<file path="src/rtl/dsr_pkg.sv">
// constants and carrier types for the deserializer serial configuration bank
// assumes a two-wire bus sampled as synchronous inputs of i_mclk
package dsr_pkg;
   localparam logic [7:0] DSR_OFS_CONFIG   = 8'h00;
   localparam logic [7:0] DSR_OFS_IDENTITY = 8'h01;
   localparam logic [7:0] DSR_OFS_FEATURES = 8'h02;
   localparam logic [7:0] DSR_RST_CONFIG   = 8'h00;
   localparam logic [7:0] DSR_RST_IDENTITY = 8'h70;
   localparam logic [7:0] DSR_RST_FEATURES = 8'h00;
   localparam logic [6:0] DSR_ADDR_R047    = 7'h71;
   localparam logic [6:0] DSR_ADDR_R2K7    = 7'h72;
   localparam logic [6:0] DSR_ADDR_R8K2    = 7'h73;
   localparam logic [6:0] DSR_ADDR_OPEN    = 7'h76;
   localparam logic [3:0] DSR_BIT_LAST     = 4'h7;
   localparam logic [3:0] DSR_BIT_ACK      = 4'h8;

   typedef enum logic [1:0] {
      DSR_STRAP_R047,
      DSR_STRAP_R2K7,
      DSR_STRAP_R8K2,
      DSR_STRAP_OPEN
   } dsr_strap_t;

   typedef enum logic [1:0] {
      DSR_FILT_OFF = 2'h0,
      DSR_FILT_ON  = 2'h1,
      DSR_FILT_RS2 = 2'h2,
      DSR_FILT_RS3 = 2'h3
   } dsr_filt_t;

   typedef struct packed {
      logic       low_freq_spread_mode;
      logic       lane_bit_map_select;
      logic [1:0] rsvd;
      dsr_filt_t  filter_mode;
      logic       sleep_req;
      logic       reg_config_en;
   } dsr_config_t;

   typedef struct packed {
      logic       addr_source_select;
      logic [6:0] slave_address_value;
   } dsr_identity_t;

   typedef struct packed {
      logic       parallel_output_enable;
      logic       output_sleep_state_choice;
      logic [1:0] rsvd;
      logic       output_swing_select;
      logic [2:0] internal_osc_freq_choice;
   } dsr_features_t;

   // effective settings handed to the datapath
   typedef struct packed {
      logic       low_freq_spread_mode;
      logic       lane_bit_map_select;
      logic       filter_en;
      logic       sleep;
      logic       parallel_output_enable;
      logic       output_sleep_state_choice;
      logic       output_swing_select;
      logic [2:0] internal_osc_freq_choice;
   } dsr_settings_t;

   // pin-strap fallbacks used while register configuration is off
   typedef struct packed {
      logic low_freq_spread_mode;
      logic lane_bit_map_select;
      logic filter_en;
      logic parallel_output_enable;
      logic output_sleep_state_choice;
      logic output_swing_select;
   } dsr_pins_t;
endpackage : dsr_pkg

</file>
<file path="src/rtl/dsr_serial_config_regs.sv">
// two-wire serial slave and three-register configuration bank
// assumes scl/sda sampled on i_mclk, several clocks per bus bit
`timescale 1ns/1ps
module dsr_serial_config_regs (
   input  wire logic                   i_mclk,
   input  wire logic                   i_rstn,
   input  wire logic                   i_scl,
   input  wire logic                   i_sda,
   input  wire dsr_pkg::dsr_strap_t    i_bus_addr_strap,
   input  wire dsr_pkg::dsr_pins_t     i_pins,
   output logic                        o_sda_out,
   output logic                        o_sda_oe,
   output dsr_pkg::dsr_settings_t      o_settings,
   output dsr_pkg::dsr_config_t        o_config,
   output dsr_pkg::dsr_identity_t      o_identity,
   output dsr_pkg::dsr_features_t      o_features
);
   typedef enum logic [2:0] {
      DSR_IDLE, DSR_ADDR, DSR_ADDR_ACK, DSR_REG, DSR_WDATA, DSR_DATA_ACK,
      DSR_RDATA, DSR_RD_ACK
   } dsr_state_t;

   function automatic logic [6:0] strap_addr(input dsr_pkg::dsr_strap_t s);
      case (s)
         dsr_pkg::DSR_STRAP_R047: strap_addr = dsr_pkg::DSR_ADDR_R047;
         dsr_pkg::DSR_STRAP_R2K7: strap_addr = dsr_pkg::DSR_ADDR_R2K7;
         dsr_pkg::DSR_STRAP_R8K2: strap_addr = dsr_pkg::DSR_ADDR_R8K2;
         default:                 strap_addr = dsr_pkg::DSR_ADDR_OPEN;
      endcase
   endfunction : strap_addr

   function automatic logic [7:0] reg_read(input logic [7:0] a,
                                           input dsr_pkg::dsr_config_t c,
                                           input dsr_pkg::dsr_identity_t d,
                                           input dsr_pkg::dsr_features_t f);
      case (a)
         dsr_pkg::DSR_OFS_CONFIG:   reg_read = c;
         dsr_pkg::DSR_OFS_IDENTITY: reg_read = d;
         dsr_pkg::DSR_OFS_FEATURES: reg_read = f;
         default:                   reg_read = 8'h00;
      endcase
   endfunction : reg_read

   dsr_state_t             state_ff;
   logic                   scl_d_ff;
   logic                   sda_d_ff;
   logic [3:0]             bit_cnt_ff;
   logic [7:0]             shift_ff;
   logic [7:0]             ptr_ff;
   logic                   rd_ff;
   logic                   sda_oe_ff;
   dsr_pkg::dsr_config_t   config_ff;
   dsr_pkg::dsr_identity_t identity_ff;
   dsr_pkg::dsr_features_t features_ff;
   dsr_pkg::dsr_settings_t settings_ff;
   dsr_pkg::dsr_settings_t nxt_settings;
   logic [6:0]             my_addr;
   logic                   scl_rise;
   logic                   scl_fall;
   logic                   start_seen;
   logic                   stop_seen;
   logic                   byte_done;
   logic [7:0]             rx_byte;
   logic [7:0]             rd_val;
   logic                   tx_load;
   logic                   tx_next;

   assign scl_rise   = i_scl & ~scl_d_ff;
   assign scl_fall   = ~i_scl & scl_d_ff;
   assign start_seen = i_scl & scl_d_ff & sda_d_ff & ~i_sda;
   assign stop_seen  = i_scl & scl_d_ff & ~sda_d_ff & i_sda;
   assign byte_done  = scl_rise && (bit_cnt_ff == dsr_pkg::DSR_BIT_LAST);
   assign rx_byte    = {shift_ff[6:0], i_sda};
   // register address used only when the strap is overridden
   assign my_addr = identity_ff.addr_source_select ? identity_ff.slave_address_value
                                                   : strap_addr(i_bus_addr_strap);
   assign rd_val  = reg_read(ptr_ff, config_ff, identity_ff, features_ff);
   // fall that opens the first bit of a read byte, then the seven after it
   assign tx_load = scl_fall && (bit_cnt_ff == dsr_pkg::DSR_BIT_ACK) &&
                    ((state_ff == DSR_ADDR_ACK && rd_ff) || state_ff == DSR_RDATA);
   assign tx_next = scl_fall && (state_ff == DSR_RDATA) && (bit_cnt_ff < dsr_pkg::DSR_BIT_LAST);

   always_ff @(posedge i_mclk) begin
      if (!i_rstn) begin
         scl_d_ff <= 1'b1;
         sda_d_ff <= 1'b1;
      end else begin
         scl_d_ff <= i_scl;
         sda_d_ff <= i_sda;
      end
   end

   // bit counter and shift register; bits in on scl rise, read bytes out on scl fall
   always_ff @(posedge i_mclk) begin
      if (!i_rstn) begin
         bit_cnt_ff <= 4'h0;
         shift_ff   <= 8'h00;
      end else if (start_seen) begin
         // the start's own scl fall wraps this to the first bit slot
         bit_cnt_ff <= dsr_pkg::DSR_BIT_ACK;
         shift_ff   <= 8'h00;
      end else if (scl_rise) begin
         // sending bytes must not be overwritten by the wire's own level
         if (state_ff != DSR_RDATA)
            shift_ff <= rx_byte;
      end else if (scl_fall) begin
         if (bit_cnt_ff == dsr_pkg::DSR_BIT_ACK)
            bit_cnt_ff <= 4'h0;
         else
            bit_cnt_ff <= bit_cnt_ff + 4'h1;
         if (tx_load)
            shift_ff <= rd_val;
         else if (tx_next)
            shift_ff <= {shift_ff[6:0], 1'b0};
      end
   end

   // protocol sequencer
   always_ff @(posedge i_mclk) begin
      if (!i_rstn || stop_seen) begin
         state_ff <= DSR_IDLE;
         rd_ff    <= 1'b0;
      end else if (start_seen) begin
         state_ff <= DSR_ADDR;
      end else begin
         case (state_ff)
            DSR_ADDR: if (byte_done) begin
               // foreign address: stay off the bus until next start
               if (rx_byte[7:1] == my_addr) begin
                  rd_ff    <= rx_byte[0];
                  state_ff <= DSR_ADDR_ACK;
               end else begin
                  state_ff <= DSR_IDLE;
               end
            end
            DSR_ADDR_ACK: if (scl_fall && bit_cnt_ff == dsr_pkg::DSR_BIT_ACK)
               state_ff <= rd_ff ? DSR_RDATA : DSR_REG;
            DSR_REG:   if (byte_done) state_ff <= DSR_DATA_ACK;
            DSR_WDATA: if (byte_done) state_ff <= DSR_DATA_ACK;
            DSR_DATA_ACK: if (scl_fall && bit_cnt_ff == dsr_pkg::DSR_BIT_ACK)
               state_ff <= DSR_WDATA;
            DSR_RDATA: if (scl_fall && bit_cnt_ff == dsr_pkg::DSR_BIT_LAST)
               state_ff <= DSR_RD_ACK;
            DSR_RD_ACK: if (scl_rise)
               state_ff <= i_sda ? DSR_IDLE : DSR_RDATA;
            default: state_ff <= DSR_IDLE;
         endcase
      end
   end

   // register pointer: set by first written byte, advances per data byte
   always_ff @(posedge i_mclk) begin
      if (!i_rstn) begin
         ptr_ff <= 8'h00;
      end else if (state_ff == DSR_REG && byte_done) begin
         ptr_ff <= rx_byte;
      end else if ((state_ff == DSR_WDATA && byte_done) ||
                   (state_ff == DSR_RD_ACK && scl_rise)) begin
         ptr_ff <= ptr_ff + 8'h01;
      end
   end

   // register bank; values survive sleep, only reset clears them
   always_ff @(posedge i_mclk) begin
      if (!i_rstn) begin
         config_ff   <= dsr_pkg::DSR_RST_CONFIG;
         identity_ff <= dsr_pkg::DSR_RST_IDENTITY;
         features_ff <= dsr_pkg::DSR_RST_FEATURES;
      end else if (state_ff == DSR_WDATA && byte_done) begin
         // reserved bits and codes stored as written
         case (ptr_ff)
            dsr_pkg::DSR_OFS_CONFIG:   config_ff   <= rx_byte;
            dsr_pkg::DSR_OFS_IDENTITY: identity_ff <= rx_byte;
            dsr_pkg::DSR_OFS_FEATURES: features_ff <= rx_byte;
            default: ;
         endcase
      end
   end

   // data line drive: ack slots low, read data zeros low
   always_ff @(posedge i_mclk) begin
      if (!i_rstn || stop_seen || start_seen) begin
         sda_oe_ff <= 1'b0;
      end else if (scl_fall) begin
         if (bit_cnt_ff == dsr_pkg::DSR_BIT_LAST)
            sda_oe_ff <= (state_ff == DSR_ADDR_ACK) || (state_ff == DSR_DATA_ACK);
         else if (tx_load)
            sda_oe_ff <= ~rd_val[7];
         else if (tx_next)
            sda_oe_ff <= ~shift_ff[6];
         else
            sda_oe_ff <= 1'b0;
      end
   end

   always_comb begin
      nxt_settings.sleep                    = config_ff.sleep_req;
      nxt_settings.internal_osc_freq_choice = features_ff.internal_osc_freq_choice;
      if (config_ff.reg_config_en) begin
         nxt_settings.low_freq_spread_mode      = config_ff.low_freq_spread_mode;
         nxt_settings.lane_bit_map_select       = config_ff.lane_bit_map_select;
         nxt_settings.filter_en = (config_ff.filter_mode == dsr_pkg::DSR_FILT_ON);
         nxt_settings.parallel_output_enable    = features_ff.parallel_output_enable;
         nxt_settings.output_sleep_state_choice = features_ff.output_sleep_state_choice;
         nxt_settings.output_swing_select       = features_ff.output_swing_select;
      end else begin
         nxt_settings.low_freq_spread_mode      = i_pins.low_freq_spread_mode;
         nxt_settings.lane_bit_map_select       = i_pins.lane_bit_map_select;
         nxt_settings.filter_en                 = i_pins.filter_en;
         nxt_settings.parallel_output_enable    = i_pins.parallel_output_enable;
         nxt_settings.output_sleep_state_choice = i_pins.output_sleep_state_choice;
         nxt_settings.output_swing_select       = i_pins.output_swing_select;
      end
   end

   always_ff @(posedge i_mclk) begin
      if (!i_rstn)
         settings_ff <= '0;
      else
         settings_ff <= nxt_settings;
   end

   assign o_sda_out  = 1'b0;
   assign o_sda_oe   = sda_oe_ff;
   assign o_settings = settings_ff;
   assign o_config   = config_ff;
   assign o_identity = identity_ff;
   assign o_features = features_ff;
endmodule : dsr_serial_config_regs

</file>
<file path="config.mk">
export PLATFORM = sky130hd
export DESIGN_NAME = dsr_serial_config_regs
export DESIGN_NICKNAME = d
export VERILOG_FILES = /design/src/rtl/dsr_pkg.sv /design/src/rtl/dsr_serial_config_regs.sv
export SDC_FILE = /design/constraint.sdc
export NUM_CORES = 1
export LEC_CHECK = 0
export ABC_CLOCK_PERIOD_IN_PS = 2500
export BUFFER_PORTS_ARGS = -buffer_cell sky130_fd_sc_hd__buf_2
export CORE_MARGIN = 2
export CORE_UTILIZATION = 55
export DETAILED_ROUTE_END_ITERATION = 8
export PLACE_DENSITY = 0.78
export SYNTH_ARGS = -nofsm -noshare
export SYNTH_HDL_FRONTEND = slang
export SYNTH_SLANG_ARGS = --single-unit
</file>
<file path="constraint.sdc">
create_clock -name i_mclk -period 2.5 [get_ports i_mclk]
set_input_delay 0.5 -clock i_mclk [delete_from_list [all_inputs] [get_ports i_mclk]]
set_output_delay 0.5 -clock i_mclk [all_outputs]
set_load 0.005 [all_outputs]
</file>
== Word level (Yosys, flattened, before mapping) ==
Cells that the tools add are included.
Widths: inputs -> output; s select.
Operators by class
  add/sub/neg operators: 2
  $lt $le $gt $ge: 1
  equal/unequal tests: 30
  multiplexer cells: 30
  bitwise gates (word level): 16
  reduce and logical (&&, ||, !) cells: 34
Operator list (number)
  $mux 7: 6
  $mux 3: 10
  $pmux 8 s3: 1
  $pmux 3 s6: 1
  $mux 4: 4
  $mux 8: 2
  $ne 3x3->1 const B: 5
  $eq 3x3->1 const B: 4
  $reduce_and 6->1: 2
  $logic_and 1x1->1: 10
  $reduce_and 2->1: 5
  $not 1->1: 9
  $pmux 3 s3: 1
  $add 8x1->8 const B: 1
  $eq 8x1->1 const B: 1
  $eq 8x2->1 const B: 1
  $logic_not 8->1: 1
  $ne 2x1->1 const B: 4
  $ne 2x2->1 const B: 4
  $and 1x1->1: 7
  $eq 7x7->1: 1
  $eq 3x2->1 const B: 2
  $reduce_bool 2->1: 3
  $reduce_or 2->1: 3
  other kinds (17): 25
Storage, ports and cells
  bits in registers: 60
  bits of input ports: 12
  output and inout port bits: 36
  word-level logic and storage cells: 144

== Logic depth before layout (Yosys ltp) ==
Gate-level depths: netlist of the first run.
  depth in word-level cells: 8
  gate-level depth with buffers: 9
  depth with buffers taken out: 7

== Worst setup path after synthesis of the first run ==
OpenSTA, ideal clock, no wires.
  kind: input port to flip-flop
  start point: in i_scl
  end point: reg shift_ff[3]
  setup time: 0.079 ns
  arrival: 2.090 ns
  data required time: 2.421 ns
  setup slack: 0.331 ns
  stages on the path: 9
  buffers on the path: 2
  path through: inv_1 -> ha_1 -> buf_4 -> nand4b_2 -> or4_4 -> buf_6 -> nor3_1 -> a211oi_1 -> nor3_1
Between the ends
  longest elaborated chain between the ends: 7
  elaborated cells on any way between the ends: 18
  classes of those cells: eq/ne: 1; mux: 3; bitwise: 6; reduce/logical: 8
RTL lines
  start: declaration: RTL line dsr_serial_config_regs.sv:7  | input wire logic i_scl,
  $not 1->1 *: RTL line dsr_serial_config_regs.sv:69  | assign scl_fall = ~i_scl & scl_d_ff;
  $and 1x1->1 *: RTL line dsr_serial_config_regs.sv:69
  via scl_fall: RTL line dsr_serial_config_regs.sv:59  | logic scl_fall;
  $logic_and 1x1->1 (2 in a row): RTL line dsr_serial_config_regs.sv:79  | assign tx_load = scl_fall && (bit_cnt_ff == dsr_pkg::DSR_BIT_ACK) &&
  $mux 7: RTL line dsr_serial_config_regs.sv:111  | if (tx_load)
  $mux 7: RTL line dsr_serial_config_regs.sv:106  | end else if (scl_fall) begin
  $mux 7: RTL line dsr_serial_config_regs.sv:102  | end else if (scl_rise) begin
  end signal: assignment: RTL line dsr_serial_config_regs.sv:105  | shift_ff <= rx_byte;
  end signal: assignment: RTL line dsr_serial_config_regs.sv:112  | shift_ff <= rd_val;
  end signal: assignment: RTL line dsr_serial_config_regs.sv:114  | shift_ff <= {shift_ff[6:0], 1'b0};
  end: declaration: RTL line dsr_serial_config_regs.sv:48  | logic [7:0] shift_ff;
Mark *: on every way through the listed nets, which the timed path passes. The rest lies on a longest branch. The select of a mux whose other input is x is not followed.
A chain may end at the register's enable or synchronous reset.

== Worst setup path in the final report of the first run ==
  start point: reg bit_cnt_ff[0]
  end point: reg shift_ff[6]
Between the ends
  longest elaborated chain between the ends: 6
  elaborated cells on any way between the ends: 10
  classes of those cells: order compare: 1; eq/ne: 1; mux: 3; reduce/logical: 5
RTL lines
  start: declaration: RTL line dsr_serial_config_regs.sv:47  | logic [3:0] bit_cnt_ff;
  start signal: assignment: RTL line dsr_serial_config_regs.sv:100  | bit_cnt_ff <= dsr_pkg::DSR_BIT_ACK;
  start signal: assignment: RTL line dsr_serial_config_regs.sv:110  | bit_cnt_ff <= bit_cnt_ff + 4'h1;
  parallel branches: the longest is 6 deep, another holds $lt 4x3->1
Parallel ways; which one is timed is not known. The select of a mux whose other input is x is not followed.

==> flow_metrics.py, run 1 <==
metrics = {
    "clock_network": {
        "cts-buffers-inserted": 9,
        "cts_tree": "done",
        "cts_resized": 0,
        "cts_sinks": 60,
        "clk-insertion-delay-late_ps": 340,
        "root_buffer": "clkbuf_8",
        "post_cts_buffers": 0,
        "max-clock-path-buffers": 2,
        "hold_buffers": 0,
        "htreeDepth": 3,
        "cts.clk_slew.worst_paths_ps": 70,
    },
    "sta": {
        "max_freq_mhz": 443,
        "finalSetupTns_ps": 0,
        "setup_viol": 0,
        "slew_headroom": 0.288,
        "drv_slew": 0,
        "worstMarginPinSlew_ps": 1060,
        "setup_ws_ps": 242,
        "hold_viol_final": 0,
        "hold_ws_ps": 399,
        "period_share": 0.903,
        "fin_crit_ps": 2260,
        "grt_setup_unrepaired": "false",
        "finClkSkew_ps": 13.9,
    },
    "global_routing": {
        "grt_pass1_wl_mm": 13.7,
        "grt_pass1_vias": 2860,
        "grt_antenna_before_repair": 0,
        "grt_max_degree": 35,
        "track_usage": 0.274,
        "grt-ovfl-total": 0,
    },
    "synth": {
        "syn_area_um2": 3230,
        "postSynthAreaPerCell_um2": 8.21,
        "syn_inst": 394,
        "synth_ff_type": "dfxtp_1",
        "synthArstFlopShare": 0,
        "yosysWarnings": 0,
        "seq_area_frac_synth": 0.371,
        "ys_ff_latch": 60,
        "synth_edf_count": 0,
        "yosysTopAreaCellShare": 0.371,
        "syn_nets": 415,
        "synth_area_leader_cell": "dfxtp_1",
        "synth_area_leaders": "dfxtp_1 37%, nand2_1 8.1%, a21boi_0 5.1%",
        "netlist-cell-type-count": 58,
    },
    "critical_path": {
        "end_kind": "flop",
        "critPathArrivalTime_ps": 2510,
        "timing.rr.start": "bit_cnt_ff[0]$_SDFFE_PP0P_",
        "cp_cell_sequence": "ha_1 > nand2_1 > nor4b_1 > o31ai_1 > a211oi_1 > a211oi_1",
        "cp_slowest_cell": "o31ai_1",
        "cp_slowest_stage_delay_ps": 860,
        "critPathTopFamily": "compound AO/OA/AOI/OAI gates",
        "rr_endpoint": "shift_ff[6]$_SDFFE_PP0P_",
        "r2r_cells": 6,
        "r2r_slack_ps": 240,
        "start_kind": "flop",
        "crit_required_ps": 2750,
        "crit_buf_inv": 0,
        "crit_path_frequent_cell": "a211oi_1",
        "path_class": "flop to flop",
        "worstPathMaxFanout": 9,
    },
    "place": {
        "place.port_buffers": 46,
        "dp_slack_ps": 52.4,
        "hpwl_mm": 5.91,
        "place_congestion": 0.902,
        "placed_area_um2": 3480,
    },
    "route": {
        "wirelength_mm": 8.27,
        "num_vias": 3070,
        "drc_errors": 0,
        "detail-route-antenna-nets": 0,
        "drt_iter0_drc": 398,
        "routed_via_density": 6.03,
        "firstDrtPassIters": 8,
        "wl_per_cell_um": 16.3,
    },
    "cells_and_area": {
        "layout_commonest_cell": "nand2_1",
        "finalInstanceArea_um2": 3660,
        "layout_common_cells": "70 x nand2_1, 60 x dfxtp_1, 46 x buf_2",
        "multiInputGateArea_um2": 1830,
        "syn_to_final_growth_pct": 13.2,
        "seqCellArea_um2": 1200,
        "n_fill_cell": 511,
        "nets": 453,
        "antennaDiodeCount": 0,
        "drive_above_1_share": 0.188,
    },
    "worst_hold_path": {
        "min_from": "i_scl",
        "holdPathStages": 3,
        "min_path_type": "input pin to flop",
        "whs_endpoint": "scl_d_ff$_SDFF_PN1_",
    },
    "power": {
        "swShare": 0.259,
        "leakage_nw": 1.43,
        "comb_power_share": 0.064,
        "clockPowerShare": 0.414,
        "seq_power_share": 0.521,
        "vdd_ir_drop_max_uv": 448,
        "power_switching_w": 0.000493,
        "power_w": 0.00190,
        "power.density_nw_per_um2": 519,
        "internal-power_w": 0.00141,
    },
    "floorplanning": {
        "io_pins": 48,
        "die_area_um2": 6510,
        "fp.dieW_um": 80.7,
        "die_y_um": 80.7,
        "rows": 27,
        "initial_utilization": 0.577,
        "coreArea_um2": 5610,
    },
    "run_status": {
        "status": "finished clean",
    },
    "job": {
        "max_cap_violations": 0,
    },
}
## logic make-up after synthesis
logic type      synth area share
simple gates               0.259
fa+ha+maj                 0.0348
compound gates             0.217
xor+xnor                  0.0298
flops                      0.371
buf+inv                   0.0623
mux                       0.0248
other cells              0.00116
## sequential cells by signal (all words and copies together), names as in the netlist, 3 cells and up
name	flops
bit_cnt_ff	4
o_identity	8
o_settings	10
o_features	8
shift_ff	7
ptr_ff	8
state_ff	3
o_config	8
## cell usage after synthesis, types with 2 or more instances
cell type	number
and4_1	2
o21ai_0	14
o211ai_1	3
a31oi_1	2
and4b_1	3
o31ai_1	2
a21oi_1	15
nand3_1	7
nor2b_1	11
or4b_1	2
buf_2	2
nand2b_1	4
and2_1	9
clkbuf_1	19
nand2_1	70
mux2i_1	8
nor2_1	18
nor3_1	18
dfxtp_1	60
o22ai_1	2
nand4_1	5
nor3b_1	2
o31a_1	2
a211o_1	2
buf_4	7
a211oi_1	10
buf_6	2
and3_1	5
a32oi_1	2
a222oi_1	8
xor2_1	8
o21a_1	2
a21boi_0	22
ha_1	9
inv_1	10
xnor2_1	3
o41ai_1	2
nand3b_1	2
## tightest hold or removal path: stages
cell and delay [ps]:
buf_2 100, inv_1 50, nand2_1 50
## power groups by stage
stage          Combinational (W)  Sequential [W]  Clock [W]
2_1_floorplan          0.0000878         0.00100          0
3_3_place_gp            0.000118         0.00101          0
3_5_place_dp            0.000121         0.00101          0
4_1_cts                 0.000121        0.000990   0.000800
5_1_grt                 0.000136        0.000993   0.000840
6_report                0.000122        0.000991   0.000788
## final cells by class
class / count / area share
Clock buffer: 10 / 0.0376
Clock inverter: 6 / 0.0106
Multi-Input combinational cell: 292 / 0.500
Sequential cell: 60 / 0.328
Inverter: 11 / 0.0113
Tap cell: 72 / 0.0246
Timing Repair Buffer: 58 / 0.0875
## metal layers
layer	GRT usage	routed length [um]	up-vias
met3	0.0753	765	16
met1	0.358	3540	1417
met4	0.103	123	0
li1	-	-	1490
met5	0	0	-
met2	0.430	3840	147
## worst max-delay path by stage
stage	from	endpoint	slack (ps)	depth (start not counted)
global placement	i_scl	shift_ff[6]$_SDFFE_PP0P_	120	8
global route	bit_cnt_ff[1]$_SDFFE_PP0P_	shift_ff[6]$_SDFFE_PP0P_	10	6
detailed placement	i_scl	shift_ff[6]$_SDFFE_PP0P_	50	8
finish	bit_cnt_ff[0]$_SDFFE_PP0P_	shift_ff[6]$_SDFFE_PP0P_	240	6
CTS	bit_cnt_ff[0]$_SDFFE_PP0P_	shift_ff[6]$_SDFFE_PP0P_	270	6
floorplan	i_scl	shift_ff[3]$_SDFFE_PP0P_	330	9
## metrics by stage
stage | utilization | cells
finish | 0.653 | 509
global route | 0.653 | 509
CTS | 0.653 | 509
detailed placement | 0.621 | 493
global placement | 0.621 | 493
floorplan | - | 394
No activity file was read; power rests on OpenSTA's default activity.
==> inputs of run 2 (changes only) <==
PLACE_DENSITY = 0.82   (was 0.78)
RECOVER_POWER = 100   (was default)
==> flow_metrics.py, run 2 (same netlist as run 1, synthesis figures left out) <==
metrics = {
    "run_status": {
        "status": "complete, but fails checks",
        "violations": "capacitance limit, slew limit",
    },
    "cells_and_area": {
        "fin_util": 0.651,
        "finalInstanceArea_um2": 3650,
        "nets": 452,
        "largest_reg_flops": 10,
        "final_cells": 508,
        "antennaDiodeCount": 0,
        "drive_above_1_share": 0.131,
        "layout_common_cells": "70 x nand2_1, 60 x dfxtp_1, 27 x buf_2",
        "syn_to_final_growth_pct": 13.0,
        "layout_commonest_cell": "nand2_1",
    },
    "critical_path": {
        "crit_cells": 7,
        "start_kind": "flop",
        "r2r_slack_ps": 200,
        "critPathArrivalTime_ps": 2570,
        "cp_slowest_cell": "and2_0",
        "crit_required_ps": 2760,
        "crit_buf_inv": 1,
        "rr_endpoint": "o_config[0]$_SDFFE_PN0P_",
        "worstPathMaxFanout": 13,
        "r2r_cells": 7,
        "cp_slowest_stage_delay_ps": 430,
        "critPathTopFamily": "simple AND/OR/NAND/NOR gates",
        "crit_path_end": "o_config[0]$_SDFFE_PN0P_",
        "worstSetupStartpoint": "scl_d_ff$_SDFF_PN1_",
        "path_class": "flop to flop",
        "cp_cell_sequence": "inv_1 > ha_1 > and4b_1 > and4_1 > and2_0 > nand2_1 > a21boi_0",
        "timing.rr.start": "scl_d_ff$_SDFF_PN1_",
        "end_kind": "flop",
    },
    "sta": {
        "slew_headroom": -0.108,
        "period_share": 0.921,
        "hold_ws_ps": 390,
        "finClkSkew_ps": 6.95,
        "setup_viol": 0,
        "hold_viol_final": 0,
        "grt_setup_unrepaired": "false",
        "drv_slew": 47,
        "fin_crit_ps": 2300,
        "max_freq_mhz": 434,
        "worstMarginPinSlew_ps": 1660,
    },
    "route": {
        "routed_via_density": 6.11,
        "drt_iter0_drc": 439,
        "drc_errors": 0,
        "firstDrtPassIters": 7,
        "detail-route-antenna-nets": 0,
        "num_vias": 3106,
        "wirelength_mm": 8.37,
        "wl_per_cell_um": 16.5,
    },
    "clock_network": {
        "cts_sinks": 60,
        "clk-insertion-delay-late_ps": 340,
        "cts-buffers-inserted": 9,
        "root_buffer": "clkbuf_8",
        "cts.clk_slew.worst_paths_ps": 70,
        "post_cts_buffers": 0,
        "htreeDepth": 3,
        "max-clock-path-buffers": 2,
        "cts_tree": "done",
        "hold_buffers": 0,
        "cts_resized": 0,
    },
    "place": {
        "dp_cells": 492,
        "hpwl_mm": 5.71,
        "placed_area_um2": 3480,
        "place.port_buffers": 46,
        "place_congestion": 0.929,
    },
    "global_routing": {
        "track_usage": 0.272,
        "grt_max_degree": 47,
        "busiest_layer": "met2",
        "met3_usage": 0.0404,
        "gr-usage-met2": 0.438,
        "grt_antenna_before_repair": 0,
        "grt_pass1_vias": 2826,
        "grt_pass1_wl_mm": 13.6,
        "grt_use_met1": 0.361,
        "grt-ovfl-total": 0,
    },
    "job": {
        "max_cap_violations": 1,
    },
    "power": {
        "power_w": 0.00208,
        "vdd_ir_drop_max_uv": 365,
        "power.density_nw_per_um2": 570,
        "leakage_nw": 1.33,
    },
    "floorplanning": {
        "initial_utilization": 0.577,
        "coreArea_um2": 5610,
        "rows": 27,
        "io_pins": 48,
        "die_y_um": 80.7,
        "die_area_um2": 6510,
        "fp.dieW_um": 80.7,
    },
    "worst_hold_path": {
        "min_path_type": "input pin to flop",
    },
}
[run 2: cell count changes in the layout (fill, tap and decap cells not counted), sizes merged]
cell | previous run | this run
clkbuf | 10 | 32
clkinv | 3 | 2
inv | 12 | 11
buf | 58 | 35
bufinv | 0 | 2
[run 2: worst min-delay path by stage]
stage	from	endpoint	cells past startpoint
CTS	i_scl	scl_d_ff$_SDFF_PN1_	3
detailed placement	o_config[5]$_SDFFE_PN0P_	o_config[5]$_SDFFE_PN0P_	2
floorplan	o_features[0]$_SDFFE_PN0P_	o_features[0]$_SDFFE_PN0P_	2
global route	i_rstn	bit_cnt_ff[3]$_SDFFE_PN0P_	2
finish	i_scl	scl_d_ff$_SDFF_PN1_	3
global placement	o_config[4]$_SDFFE_PN0P_	o_config[4]$_SDFFE_PN0P_	2
[run 2: final cells by class]
cell class,instances,area [um2]
tap,72,90.1
clock buffer,10,128
timing repair buffer,57,278
inverter,11,41.3
sequential,60,1200
multi-input combinational,292,1830
clock inverter,6,88.8
fill,510,1950
[run 2: worst reg2reg max path, cell delays in order, from the launching register on]
cell and delay [ps]:
dfxtp_1 330, inv_1 60, ha_1 420, and4b_1 360, and4_1 350, and2_0 430
nand2_1 100, a21boi_0 170
[run 2: per-stage QoR]
| stage | worst slack (ps) | TNS [ps] |
|---|---|---|
| after floorplan | 331 | 0 |
| after global placement | 149 | 0 |
| after detailed placement | -1.38 | -1.38 |
| after CTS | 223 | 0 |
| after global routing | 32.7 | 0 |
| final | 198 | 0 |
[run 2: per-layer routing]
metal | routed length [um] | vias to the layer above
met5 | 0 | -
met4 | 223 | 0
met3 | 654 | 26
met2 | 3870 | 147
met1 | 3620 | 1448
li1 | - | 1485
[run 2: report_power, final]
part	total [W]	switching (W)	internal, W	leakage (nW)
combinational	0.000121	0.0000702	0.0000509	0.738
clock	0.000971	0.000410	0.000561	0.102
sequential	0.000990	0.0000197	0.000971	0.486
